`src/shared/srpc_consts.vh`:
```
// Shared constants for the refresh and power control block.
`ifndef SRPC_CONSTS_VH
`define SRPC_CONSTS_VH

// ---------------------------------------------------------------
// Clock and timing
// ---------------------------------------------------------------
`define SRPC_CLK_PERIOD_NS 4
`define SRPC_REFRESH_WINDOW_MS 64
`define SRPC_REFRESH_COUNT 4096
`define SRPC_ROW_BITS 12
`define SRPC_ROW_CYCLE_NS 60
`define SRPC_ROW_CYCLE_CYCLES ((`SRPC_ROW_CYCLE_NS + `SRPC_CLK_PERIOD_NS - 1) / `SRPC_CLK_PERIOD_NS)
`define SRPC_RETENTION_CYCLES ((`SRPC_REFRESH_WINDOW_MS * 1000000 / `SRPC_REFRESH_COUNT) / `SRPC_CLK_PERIOD_NS)

// ---------------------------------------------------------------
// Pin positions inside the synchronised pin vector
// ---------------------------------------------------------------
`define SRPC_PIN_COUNT 7
`define SRPC_PIN_CLK 0
`define SRPC_PIN_CS_N 1
`define SRPC_PIN_RAS_N 2
`define SRPC_PIN_CAS_N 3
`define SRPC_PIN_WE_N 4
`define SRPC_PIN_CKE 5
`define SRPC_PIN_DQM 6

// ---------------------------------------------------------------
// Power states
// ---------------------------------------------------------------
`define SRPC_ST_ACTIVE 2'h0
`define SRPC_ST_SUSPEND 2'h1
`define SRPC_ST_IDLE_LOW_POWER_STATE 2'h2
`define SRPC_ST_RETENTION 2'h3

`endif

```
`src/core/srpc_top.v`:
```
// Refresh, clock suspend, power-down and data mask control of the memory device.
`timescale 1ns/1ps
`default_nettype none
`include "srpc_consts.vh"

// Functional notes
// Periodic refresh: RAS, CAS low, WE high, CKE high
// Internal row counter advances on each refresh
// Controller refreshes 4096 times per window
// Controller refreshes only idle, not powered down
// Controller sends NOPs until row cycle ends
// Controller spaces refreshes by precharge time
// Retention entry: refresh encoding with CKE low
// Retention ignores all but CKE, self-timed
// Controller restarts clock, then raises CKE
// Controller waits exit delay after retention exit
// Burst refresh recommended around retention mode
// CKE low in burst masks clock next cycle
// CKE low while idle enters power-down
// Controller limits suspend and power-down duration
// CKE high restarts clock from next cycle
// Controller observes power-down exit delay
// Mask high blocks writing that word
// Mask high disables read output buffers
// NOP command performs no action
// Chip select high ignores strobes, addresses
// Write mask same cycle, read disable two later
module srpc_top #(
  parameter ROW_BITS = `SRPC_ROW_BITS,
  parameter RETENTION_CYCLES = `SRPC_RETENTION_CYCLES,
  parameter ROW_CYCLE_CYCLES = `SRPC_ROW_CYCLE_CYCLES
) (
  // System
  input wire I_CLK,
  input wire I_RESET,
  // Memory pins from the controller
  input wire i_LINK_CLK,
  input wire i_CS_N,
  input wire i_RAS_N,
  input wire i_CAS_N,
  input wire i_WE_N,
  input wire i_CKE,
  input wire i_DQM,
  // Status from the rest of the device
  input wire i_BANKS_IDLE,
  input wire i_BURST_ACTIVE,
  input wire i_WRITE_ACTIVE,
  input wire i_READ_ACTIVE,
  // Internal clock control
  output reg o_INT_TICK,
  output reg o_CLOCK_SUSPEND,
  output reg o_IDLE_LOW_POWER,
  output reg o_RETENTION_MODE,
  output reg o_INPUT_BUF_EN,
  // Refresh
  output reg o_REFRESH_STROBE,
  output reg [ROW_BITS-1:0] o_REFRESH_ROW,
  output reg o_REFRESH_BUSY,
  // Data mask
  output reg o_WORD_WRITE_EN,
  output reg o_DQ_OE
);

  // ---------------------------------------------------------------
  // Pin synchronisation and link clock edges
  // ---------------------------------------------------------------
  wire [`SRPC_PIN_COUNT-1:0] pins_raw;
  wire [`SRPC_PIN_COUNT-1:0] pins;
  reg link_clk_d;
  reg cap_cs_n;
  reg cap_ras_n;
  reg cap_cas_n;
  reg cap_we_n;
  reg cap_cke;
  reg cap_dqm;

  assign pins_raw = {i_DQM, i_CKE, i_WE_N, i_CAS_N, i_RAS_N, i_CS_N, i_LINK_CLK};

  srpc_sync #(
    .WIDTH(`SRPC_PIN_COUNT)
  ) u_pin_sync (
    .i_clk(I_CLK),
    .i_reset(I_RESET),
    .i_async(pins_raw),
    .o_sync(pins)
  );

  wire link_rise = pins[`SRPC_PIN_CLK] & ~link_clk_d;
  wire link_fall = ~pins[`SRPC_PIN_CLK] & link_clk_d;

  // Pins are captured mid-period, on the falling edge, where they are stable.
  // The value taken there is the one the device registers at the next rising edge.
  always @(posedge I_CLK or posedge I_RESET) begin
    if (I_RESET) begin
      link_clk_d <= 1'b0;
      cap_cs_n <= 1'b1;
      cap_ras_n <= 1'b1;
      cap_cas_n <= 1'b1;
      cap_we_n <= 1'b1;
      cap_cke <= 1'b0;
      cap_dqm <= 1'b1;
    end else begin
      link_clk_d <= pins[`SRPC_PIN_CLK];
      if (link_fall) begin
        cap_cs_n <= pins[`SRPC_PIN_CS_N];
        cap_ras_n <= pins[`SRPC_PIN_RAS_N];
        cap_cas_n <= pins[`SRPC_PIN_CAS_N];
        cap_we_n <= pins[`SRPC_PIN_WE_N];
        cap_cke <= pins[`SRPC_PIN_CKE];
        cap_dqm <= pins[`SRPC_PIN_DQM];
      end
    end
  end

  // ---------------------------------------------------------------
  // Command decode
  // ---------------------------------------------------------------
  // Deselect blocks every command; NOP matches no encoding and so does nothing.
  wire selected = ~cap_cs_n;
  wire refresh_enc = selected & ~cap_ras_n & ~cap_cas_n & cap_we_n;

  // ---------------------------------------------------------------
  // Power state machine
  // ---------------------------------------------------------------
  reg [1:0] state;
  reg [1:0] next_state;
  reg cke_prev;
  reg next_tick;
  reg next_periodic;
  reg next_enter_retention;

  always @* begin
    next_state = state;
    next_tick = 1'b0;
    next_periodic = 1'b0;
    next_enter_retention = 1'b0;
    if (link_rise) begin
      case (state)
        `SRPC_ST_ACTIVE: begin
          if (cke_prev) begin
            next_tick = 1'b1;
            if (refresh_enc && cap_cke) begin
              next_periodic = 1'b1;
            end else if (refresh_enc && i_BANKS_IDLE) begin
              next_state = `SRPC_ST_RETENTION;
              next_enter_retention = 1'b1;
            end else if (!cap_cke && i_BANKS_IDLE && !i_BURST_ACTIVE) begin
              next_state = `SRPC_ST_IDLE_LOW_POWER_STATE;
            end else if (!cap_cke) begin
              next_state = `SRPC_ST_SUSPEND;
            end
          end else if (cap_cke) begin
            next_state = `SRPC_ST_ACTIVE;
          end
        end
        `SRPC_ST_SUSPEND: begin
          if (cap_cke) begin
            next_state = `SRPC_ST_ACTIVE;
          end
        end
        `SRPC_ST_IDLE_LOW_POWER_STATE: begin
          if (cap_cke) begin
            next_state = `SRPC_ST_ACTIVE;
          end
        end
        default: begin
          // Only CKE is looked at while retention refresh runs.
          if (cap_cke) begin
            next_state = `SRPC_ST_ACTIVE;
          end
        end
      endcase
    end
  end

  // The tick is only issued when CKE was high at the previous edge, so a low CKE
  // masks the internal clock starting with the edge after it was sampled.
  always @(posedge I_CLK or posedge I_RESET) begin
    if (I_RESET) begin
      state <= `SRPC_ST_ACTIVE;
      cke_prev <= 1'b0;
      o_INT_TICK <= 1'b0;
      o_CLOCK_SUSPEND <= 1'b0;
      o_IDLE_LOW_POWER <= 1'b0;
      o_RETENTION_MODE <= 1'b0;
      o_INPUT_BUF_EN <= 1'b1;
    end else begin
      state <= next_state;
      if (link_rise) begin
        cke_prev <= cap_cke;
      end
      o_INT_TICK <= next_tick;
      o_CLOCK_SUSPEND <= (next_state == `SRPC_ST_SUSPEND);
      o_IDLE_LOW_POWER <= (next_state == `SRPC_ST_IDLE_LOW_POWER_STATE);
      o_RETENTION_MODE <= (next_state == `SRPC_ST_RETENTION);
      o_INPUT_BUF_EN <= (next_state != `SRPC_ST_IDLE_LOW_POWER_STATE) &&
                        (next_state != `SRPC_ST_RETENTION);
    end
  end

  // ---------------------------------------------------------------
  // Refresh row counter and self-timed retention refresh
  // ---------------------------------------------------------------
  localparam TIMER_BITS = 16;
  localparam BUSY_BITS = 8;
  // The counters are cut to their own widths here, so a larger count is truncated.
  localparam [31:0] RET_LAST_FULL = RETENTION_CYCLES - 1;
  localparam [31:0] BUSY_LOAD_FULL = ROW_CYCLE_CYCLES;
  localparam [TIMER_BITS-1:0] RET_LAST = RET_LAST_FULL[TIMER_BITS-1:0];
  localparam [BUSY_BITS-1:0] BUSY_LOAD = BUSY_LOAD_FULL[BUSY_BITS-1:0];

  reg [TIMER_BITS-1:0] ret_timer;
  reg [BUSY_BITS-1:0] busy_count;
  wire timed_refresh = (state == `SRPC_ST_RETENTION) && (ret_timer == RET_LAST);
  wire refresh_now = next_periodic | timed_refresh;

  // The retention timer keeps running on the system clock, since the link
  // clock may be stopped for the whole time retention refresh is active.
  always @(posedge I_CLK or posedge I_RESET) begin
    if (I_RESET) begin
      ret_timer <= {TIMER_BITS{1'b0}};
      busy_count <= {BUSY_BITS{1'b0}};
      o_REFRESH_STROBE <= 1'b0;
      o_REFRESH_ROW <= {ROW_BITS{1'b0}};
      o_REFRESH_BUSY <= 1'b0;
    end else begin
      if (state != `SRPC_ST_RETENTION || next_enter_retention || timed_refresh) begin
        ret_timer <= {TIMER_BITS{1'b0}};
      end else begin
        ret_timer <= ret_timer + 1'b1;
      end
      o_REFRESH_STROBE <= refresh_now;
      if (refresh_now) begin
        o_REFRESH_ROW <= o_REFRESH_ROW + 1'b1;
        busy_count <= BUSY_LOAD;
        o_REFRESH_BUSY <= 1'b1;
      end else if (busy_count != {BUSY_BITS{1'b0}}) begin
        busy_count <= busy_count - 1'b1;
        o_REFRESH_BUSY <= (busy_count != {{(BUSY_BITS-1){1'b0}}, 1'b1});
      end else begin
        o_REFRESH_BUSY <= 1'b0;
      end
    end
  end

  // ---------------------------------------------------------------
  // Data mask: write word enable and read output disable
  // ---------------------------------------------------------------
  // Three stages, so a mask reaches the output buffers only after the second
  // tick that follows the one at which it was sampled.
  reg [2:0] oe_pipe;

  always @(posedge I_CLK or posedge I_RESET) begin
    if (I_RESET) begin
      oe_pipe <= 3'h0;
      o_WORD_WRITE_EN <= 1'b0;
      o_DQ_OE <= 1'b0;
    end else begin
      o_WORD_WRITE_EN <= next_tick && i_WRITE_ACTIVE && !cap_dqm;
      if (next_tick) begin
        oe_pipe <= {oe_pipe[1:0], !cap_dqm};
      end
      o_DQ_OE <= i_READ_ACTIVE && oe_pipe[2] &&
                 (state == `SRPC_ST_ACTIVE || state == `SRPC_ST_SUSPEND);
    end
  end

endmodule

`default_nettype wire

```
`src/core/srpc_sync.v`:
```
// Two-stage synchroniser for a vector of pins.
`timescale 1ns/1ps
`default_nettype none

module srpc_sync #(
  parameter WIDTH = 1
) (
  input wire i_clk,
  input wire i_reset,
  input wire [WIDTH-1:0] i_async,
  output reg [WIDTH-1:0] o_sync
);

  reg [WIDTH-1:0] stage1;

  always @(posedge i_clk or posedge i_reset) begin
    if (i_reset) begin
      stage1 <= {WIDTH{1'b0}};
      o_sync <= {WIDTH{1'b0}};
    end else begin
      stage1 <= i_async;
      o_sync <= stage1;
    end
  end

endmodule

`default_nettype wire

```
`config.mk`:
```
export PLATFORM = sky130hd
export DESIGN_NAME = srpc_top
export DESIGN_NICKNAME = d
export VERILOG_FILES = /design/src/core/srpc_top.v /design/src/core/srpc_sync.v
export VERILOG_INCLUDE_DIRS = /design/src /design/src/shared
export SDC_FILE = /design/constraint.sdc
export NUM_CORES = 1
export LEC_CHECK = 0
export ABC_AREA = 1
export BUFFER_PORTS_ARGS = -buffer_cell sky130_fd_sc_hd__buf_2
export CAP_MARGIN = 5
export CORE_MARGIN = 2
export CORE_UTILIZATION = 58
export CTS_CLUSTER_DIAMETER = 80
export CTS_CLUSTER_SIZE = 16
export DETAILED_ROUTE_END_ITERATION = 8
export GPL_TIMING_DRIVEN = 0
export PLACE_DENSITY_LB_ADDON = 0.08
export RECOVER_POWER = 50
export SLEW_MARGIN = 40
export SYNTH_ARGS = -nofsm -noshare
export SYNTH_HDL_FRONTEND = slang
export SYNTH_SLANG_ARGS = --single-unit
export TNS_END_PERCENT = 5
```
`constraint.sdc`:
```
create_clock -name I_CLK -period 2.2 [get_ports I_CLK]
set_input_delay 0.22 -clock I_CLK [delete_from_list [all_inputs] [get_ports I_CLK]]
set_output_delay 0.22 -clock I_CLK [all_outputs]
set_load 0.01 [all_outputs]
```
==> impl_summary.txt <==
----------------------------------------------------
[Detailed routing]
  Routed vias ... roughly 2,600
  Average detailed-routed wire length per instance ... 12.5 um
  Detailed-routing iteration count for the pre-antenna-repair pass ... 4
  DR vias/cell ... around 5.1
  Count of nets left with antenna violations after detail routing ... 0
  Total routed wirelength ... 6470 um
  Drt first-iter violations ... between 150 and 200
  Number of remaining DRC errors ... 0

[Critical path]
  Crit path kind ... reg -> reg
  First element of the critical path ... busy_count[0]
  Element type at the critical path end ... flip-flop
  Capture point of the critical path ... busy_count[0]
  Cell breakdown of the critical path ... inv_1 -> ha_1 -> inv_1 -> nor2_1 -> inv_1 -> nor2_2 -> inv_1 -> nor2_1 -> o21ai_0
  Critical path's largest stage delay ... between 0.4 and 0.5 ns
  Max stage delay cell, worst path ... sky130_fd_sc_hd__dfrtp_1
  Launching element type of the critical path ... flip-flop
  Startpoint of the most critical register-to-register path ... busy_count[0]
  Cell repeated most along the worst path ... sky130_fd_sc_hd__inv_1
  Slack of the worst reg-to-reg path ... ~0.48 ns
  Worst R2R End ... busy_count[0]
  Worst R2R Path Depth ... 9
  Maximum net fanout on the critical path ... 6
  CP Data Arrival Time ... around 1.9 ns
  Required time of the worst setup path ... roughly 2.4 ns

[Global route]
  Residual overflow from global routing ... 0
  Number of global-route vias before repair ... roughly 2,600
  Maximum number of pins on one net before global-route repair ... between 50 and 60
  Antenna violations before repair ... 0
  All-layer global routing usage ... a little under a quarter
  Global-route wire length before repair ... 11,100 um

[Final layout]
  Finished layout cell area ... 3930 sq um
  Top library cells by usage in the layout, fill and taps aside ... sky130_fd_sc_hd__nand2_1 (91), sky130_fd_sc_hd__dfrtp_1 (66), sky130_fd_sc_hd__nor2_1 (57), sky130_fd_sc_hd__inv_1 (46), sky130_fd_sc_hd__nand3_1 (37)
  Nets@finish ... between 400 and 500
  Filler cell count ... 450
  Commonest non-fill, non-tap cell in the layout ... sky130_fd_sc_hd__nand2_1
  Fraction of layout instances using a drive strength above 1 ... 18.6%
  Inserted Diodes ... 0
  Area growth syn-to-layout ... 17.0%

[Status]
  Result of the run ... complete, no violations

[Logic synthesis]
  Post-synthesis instance area ... ~3400 sq um
  Sequential area share after synthesis ... between 50% and 60%
  Avg Synthesized Cell Area ... 8.65 sq um
  Most used flip-flop cell after synthesis ... sky130_fd_sc_hd__dfrtp_1
  Number of enable-type register cells in the synthesized netlist ... 0
  Proportion of netlist area held by the largest area contributor ... between 40% and 50%
  Proportion of register bits with asynchronous set or reset after synthesis ... 100%
  Number of distinct library cells after synthesis ... 26
  Yosys warns ... 0
  Net count after synthesis ... 406
  Cell types with the largest area share after synthesis ... sky130_fd_sc_hd__dfrtp_1 (49%), sky130_fd_sc_hd__nand2_1 (10%), sky130_fd_sc_hd__nor2_1 (6.4%)
  Number of standard cells after synthesis ... 388
  Yosys top cell by area ... sky130_fd_sc_hd__dfrtp_1
  Yosys reg bits ... between 70 and 80

[Timing]
  Worst setup skew after layout ... 0.00969 ns
  Final count of negative-setup-slack endpoints ... 0
  Final TNS setup ... 0 ns
  Top achievable clock speed ... 581 MHz
  Setup repair after global routing missed its margin ... false
  Fin crit share ... roughly 78%
  Final hold violation count ... 0
  Post-route minimum period ... roughly 1.7 ns
  Rel. slew slack ... between 30 and 40%
  Hold Slack ... roughly 0.095 ns
  Worst-margin pin slew ... 1.03 ns
  Minimum setup slack in the final design ... about 0.48 ns
  Slew Limit Fails ... 0

[CTS]
  Number of buffers added to fix hold violations after cts ... 8
  Clock transition at path regs ... roughly 0.08 ns
  Clock tree from TritonCTS ... built
  Number of sinks handled by clock tree synthesis ... 72
  Clock buffers created by TritonCTS ... 9
  Bufs on Longest Clock Path ... 2
  Cell at the root of the clock tree ... sky130_fd_sc_hd__clkbuf_8
  Setup fix buffers added after clock tree synthesis ... 0
  Number of gates resized after CTS ... 0
  Clock latency on the worst-skew pair ... 0.35 ns
  Number of levels the H-tree was split into ... 3

[Floorplanning]
  Number of rows created at floorplan ... 27
  Width of the die ... roughly 80 um
  I/O pin count ... 34
  Die footprint ... around 6400 sq um
  Effective utilization at floorplan ... about three fifths
  Die Ht ... around 80 um
  Floorplan Core Area ... 5540 sq um

[Power and ir drop]
  Internal ... ~0.0023 W
  Overall Power ... approximately 0.0033 W
  Leakage dissipation ... 1.92 nW
  Switching power as a share of total power ... 31.0%
  Net load switching power ... a little over 0.001 W
  Largest voltage drop on the vdd net ... around 0.00066 V
  Proportion of power drawn by the clock network ... about a third
  PD cells ... about 850 nW/um^2
  Combinational Power Share ... between 10% and 20%
  Register share of total power ... 49.2%

[Placed design]
  Post-placement setup slack ... a little under 0.5 ns
  Routability-driven placement congestion ratio ... 0.907
  Buffers added on ports ... 33
  Total half-perimeter wirelength after legalization and detailed placement ... approximately 4600 um
  Area of placed instances ... between 3000 and 4000 sq um

[Hold path]
  Worst Hold Class ... in -> reg
  Cell count of the worst hold path ... 3

[Run]
  Number of maximum-capacitance constraint violations ... 0

----------------------------------------------------
worst max-delay path, delay by kind of cell, from the launching register on:
family                   cells  cell delay (ns)
AO/OA/AOI/OAI                1             0.10
flip-flops                   1             0.41
adder cells (fa/ha/maj)      1             0.20
AND/OR/NAND/NOR              3             0.46
buffers and inverters        4             0.43
flip-flops by register name, indices dropped and copies added, names as in the netlist, 2 cells and up:
register           flops
u_pin_sync.stage1      7
ret_timer             16
u_pin_sync.o_sync      7
o_REFRESH_ROW         12
state                  2
oe_pipe                3
busy_count             8
per-stage QoR:
stage          std cells  utilization (%)
2_1_floorplan        388                -
3_3_place_gp         493             65.2
3_5_place_dp         494             65.8
4_1_cts              518             71.0
5_1_grt              518             70.9
6_report             518             70.9
layout make-up:
| type | instances | area, sq um | share of cell area, % |
|---|---|---|---|
| clock buffers | 9 | 124 | 3.15 |
| repair buffers | 42 | 273 | 6.94 |
| clock inverters | 7 | 83.8 | 2.13 |
| plain buffers | 4 | 35.0 | 0.892 |
| multi-input cells | 263 | 1330 | 33.8 |
| inverters | 49 | 185 | 4.71 |
| well taps | 72 | 90.1 | 2.29 |
| flip-flops and latches | 72 | 1810 | 46.1 |
metal layers:
metal  global-route usage (%)  wire (um)  share of wire [%]  vias to the layer above
li1                         -          -                  -                     1330
met1                     28.3       3010                 46                     1233
met2                     38.1       3130                 48                       60
met3                     5.73        280                4.3                        4
met4                     9.15         47               0.73                        0
met5                        0          0                  0                        -
power groups by stage:
stage	sequential, W	clock (W)	combinational (W)
after detailed placement	0.00166	0	0.000582
after global routing	0.00166	0.00118	0.000685
final	0.00163	0.00110	0.000585
after floorplan	0.00165	0	0.000420
after CTS	0.00164	0.00112	0.000596
after global placement	0.00165	0	0.000549
synthesized netlist by cell type (2+ instances only):
cell type	instances
sky130_fd_sc_hd__o21bai_1	2
sky130_fd_sc_hd__nor2_2	6
sky130_fd_sc_hd__nor3_4	2
sky130_fd_sc_hd__a21oi_1	6
sky130_fd_sc_hd__xnor2_1	5
sky130_fd_sc_hd__o21ai_0	9
sky130_fd_sc_hd__mux2_2	4
sky130_fd_sc_hd__nor3_1	12
sky130_fd_sc_hd__dfstp_2	6
sky130_fd_sc_hd__ha_1	5
sky130_fd_sc_hd__nand3_1	37
sky130_fd_sc_hd__nand2_4	2
sky130_fd_sc_hd__inv_2	2
sky130_fd_sc_hd__xor2_1	10
sky130_fd_sc_hd__nor2_1	57
sky130_fd_sc_hd__nand2_1	91
sky130_fd_sc_hd__buf_6	2
sky130_fd_sc_hd__dfrtp_1	66
sky130_fd_sc_hd__nand4_1	7
sky130_fd_sc_hd__nand2_2	5
sky130_fd_sc_hd__inv_1	47
worst min-delay path by stage:
stage	start	to
6_report	i_WRITE_ACTIVE	o_WORD_WRITE_EN
2_1_floorplan	i_LINK_CLK	u_pin_sync.stage1[0]
3_5_place_dp	I_RESET	ret_timer[15]
4_1_cts	i_WRITE_ACTIVE	o_WORD_WRITE_EN
5_1_grt	i_WRITE_ACTIVE	o_WORD_WRITE_EN
3_3_place_gp	i_LINK_CLK	u_pin_sync.stage1[0]
logic make-up after synthesis:
logic type	share of synthesized area (%)
buf+inv	6.52
xor+xnor	3.91
flops	53.9
fa+ha+maj	1.86
compound gates	3.06
mux	1.34
simple gates	29.4
Power figures use the tool's default switching activity.
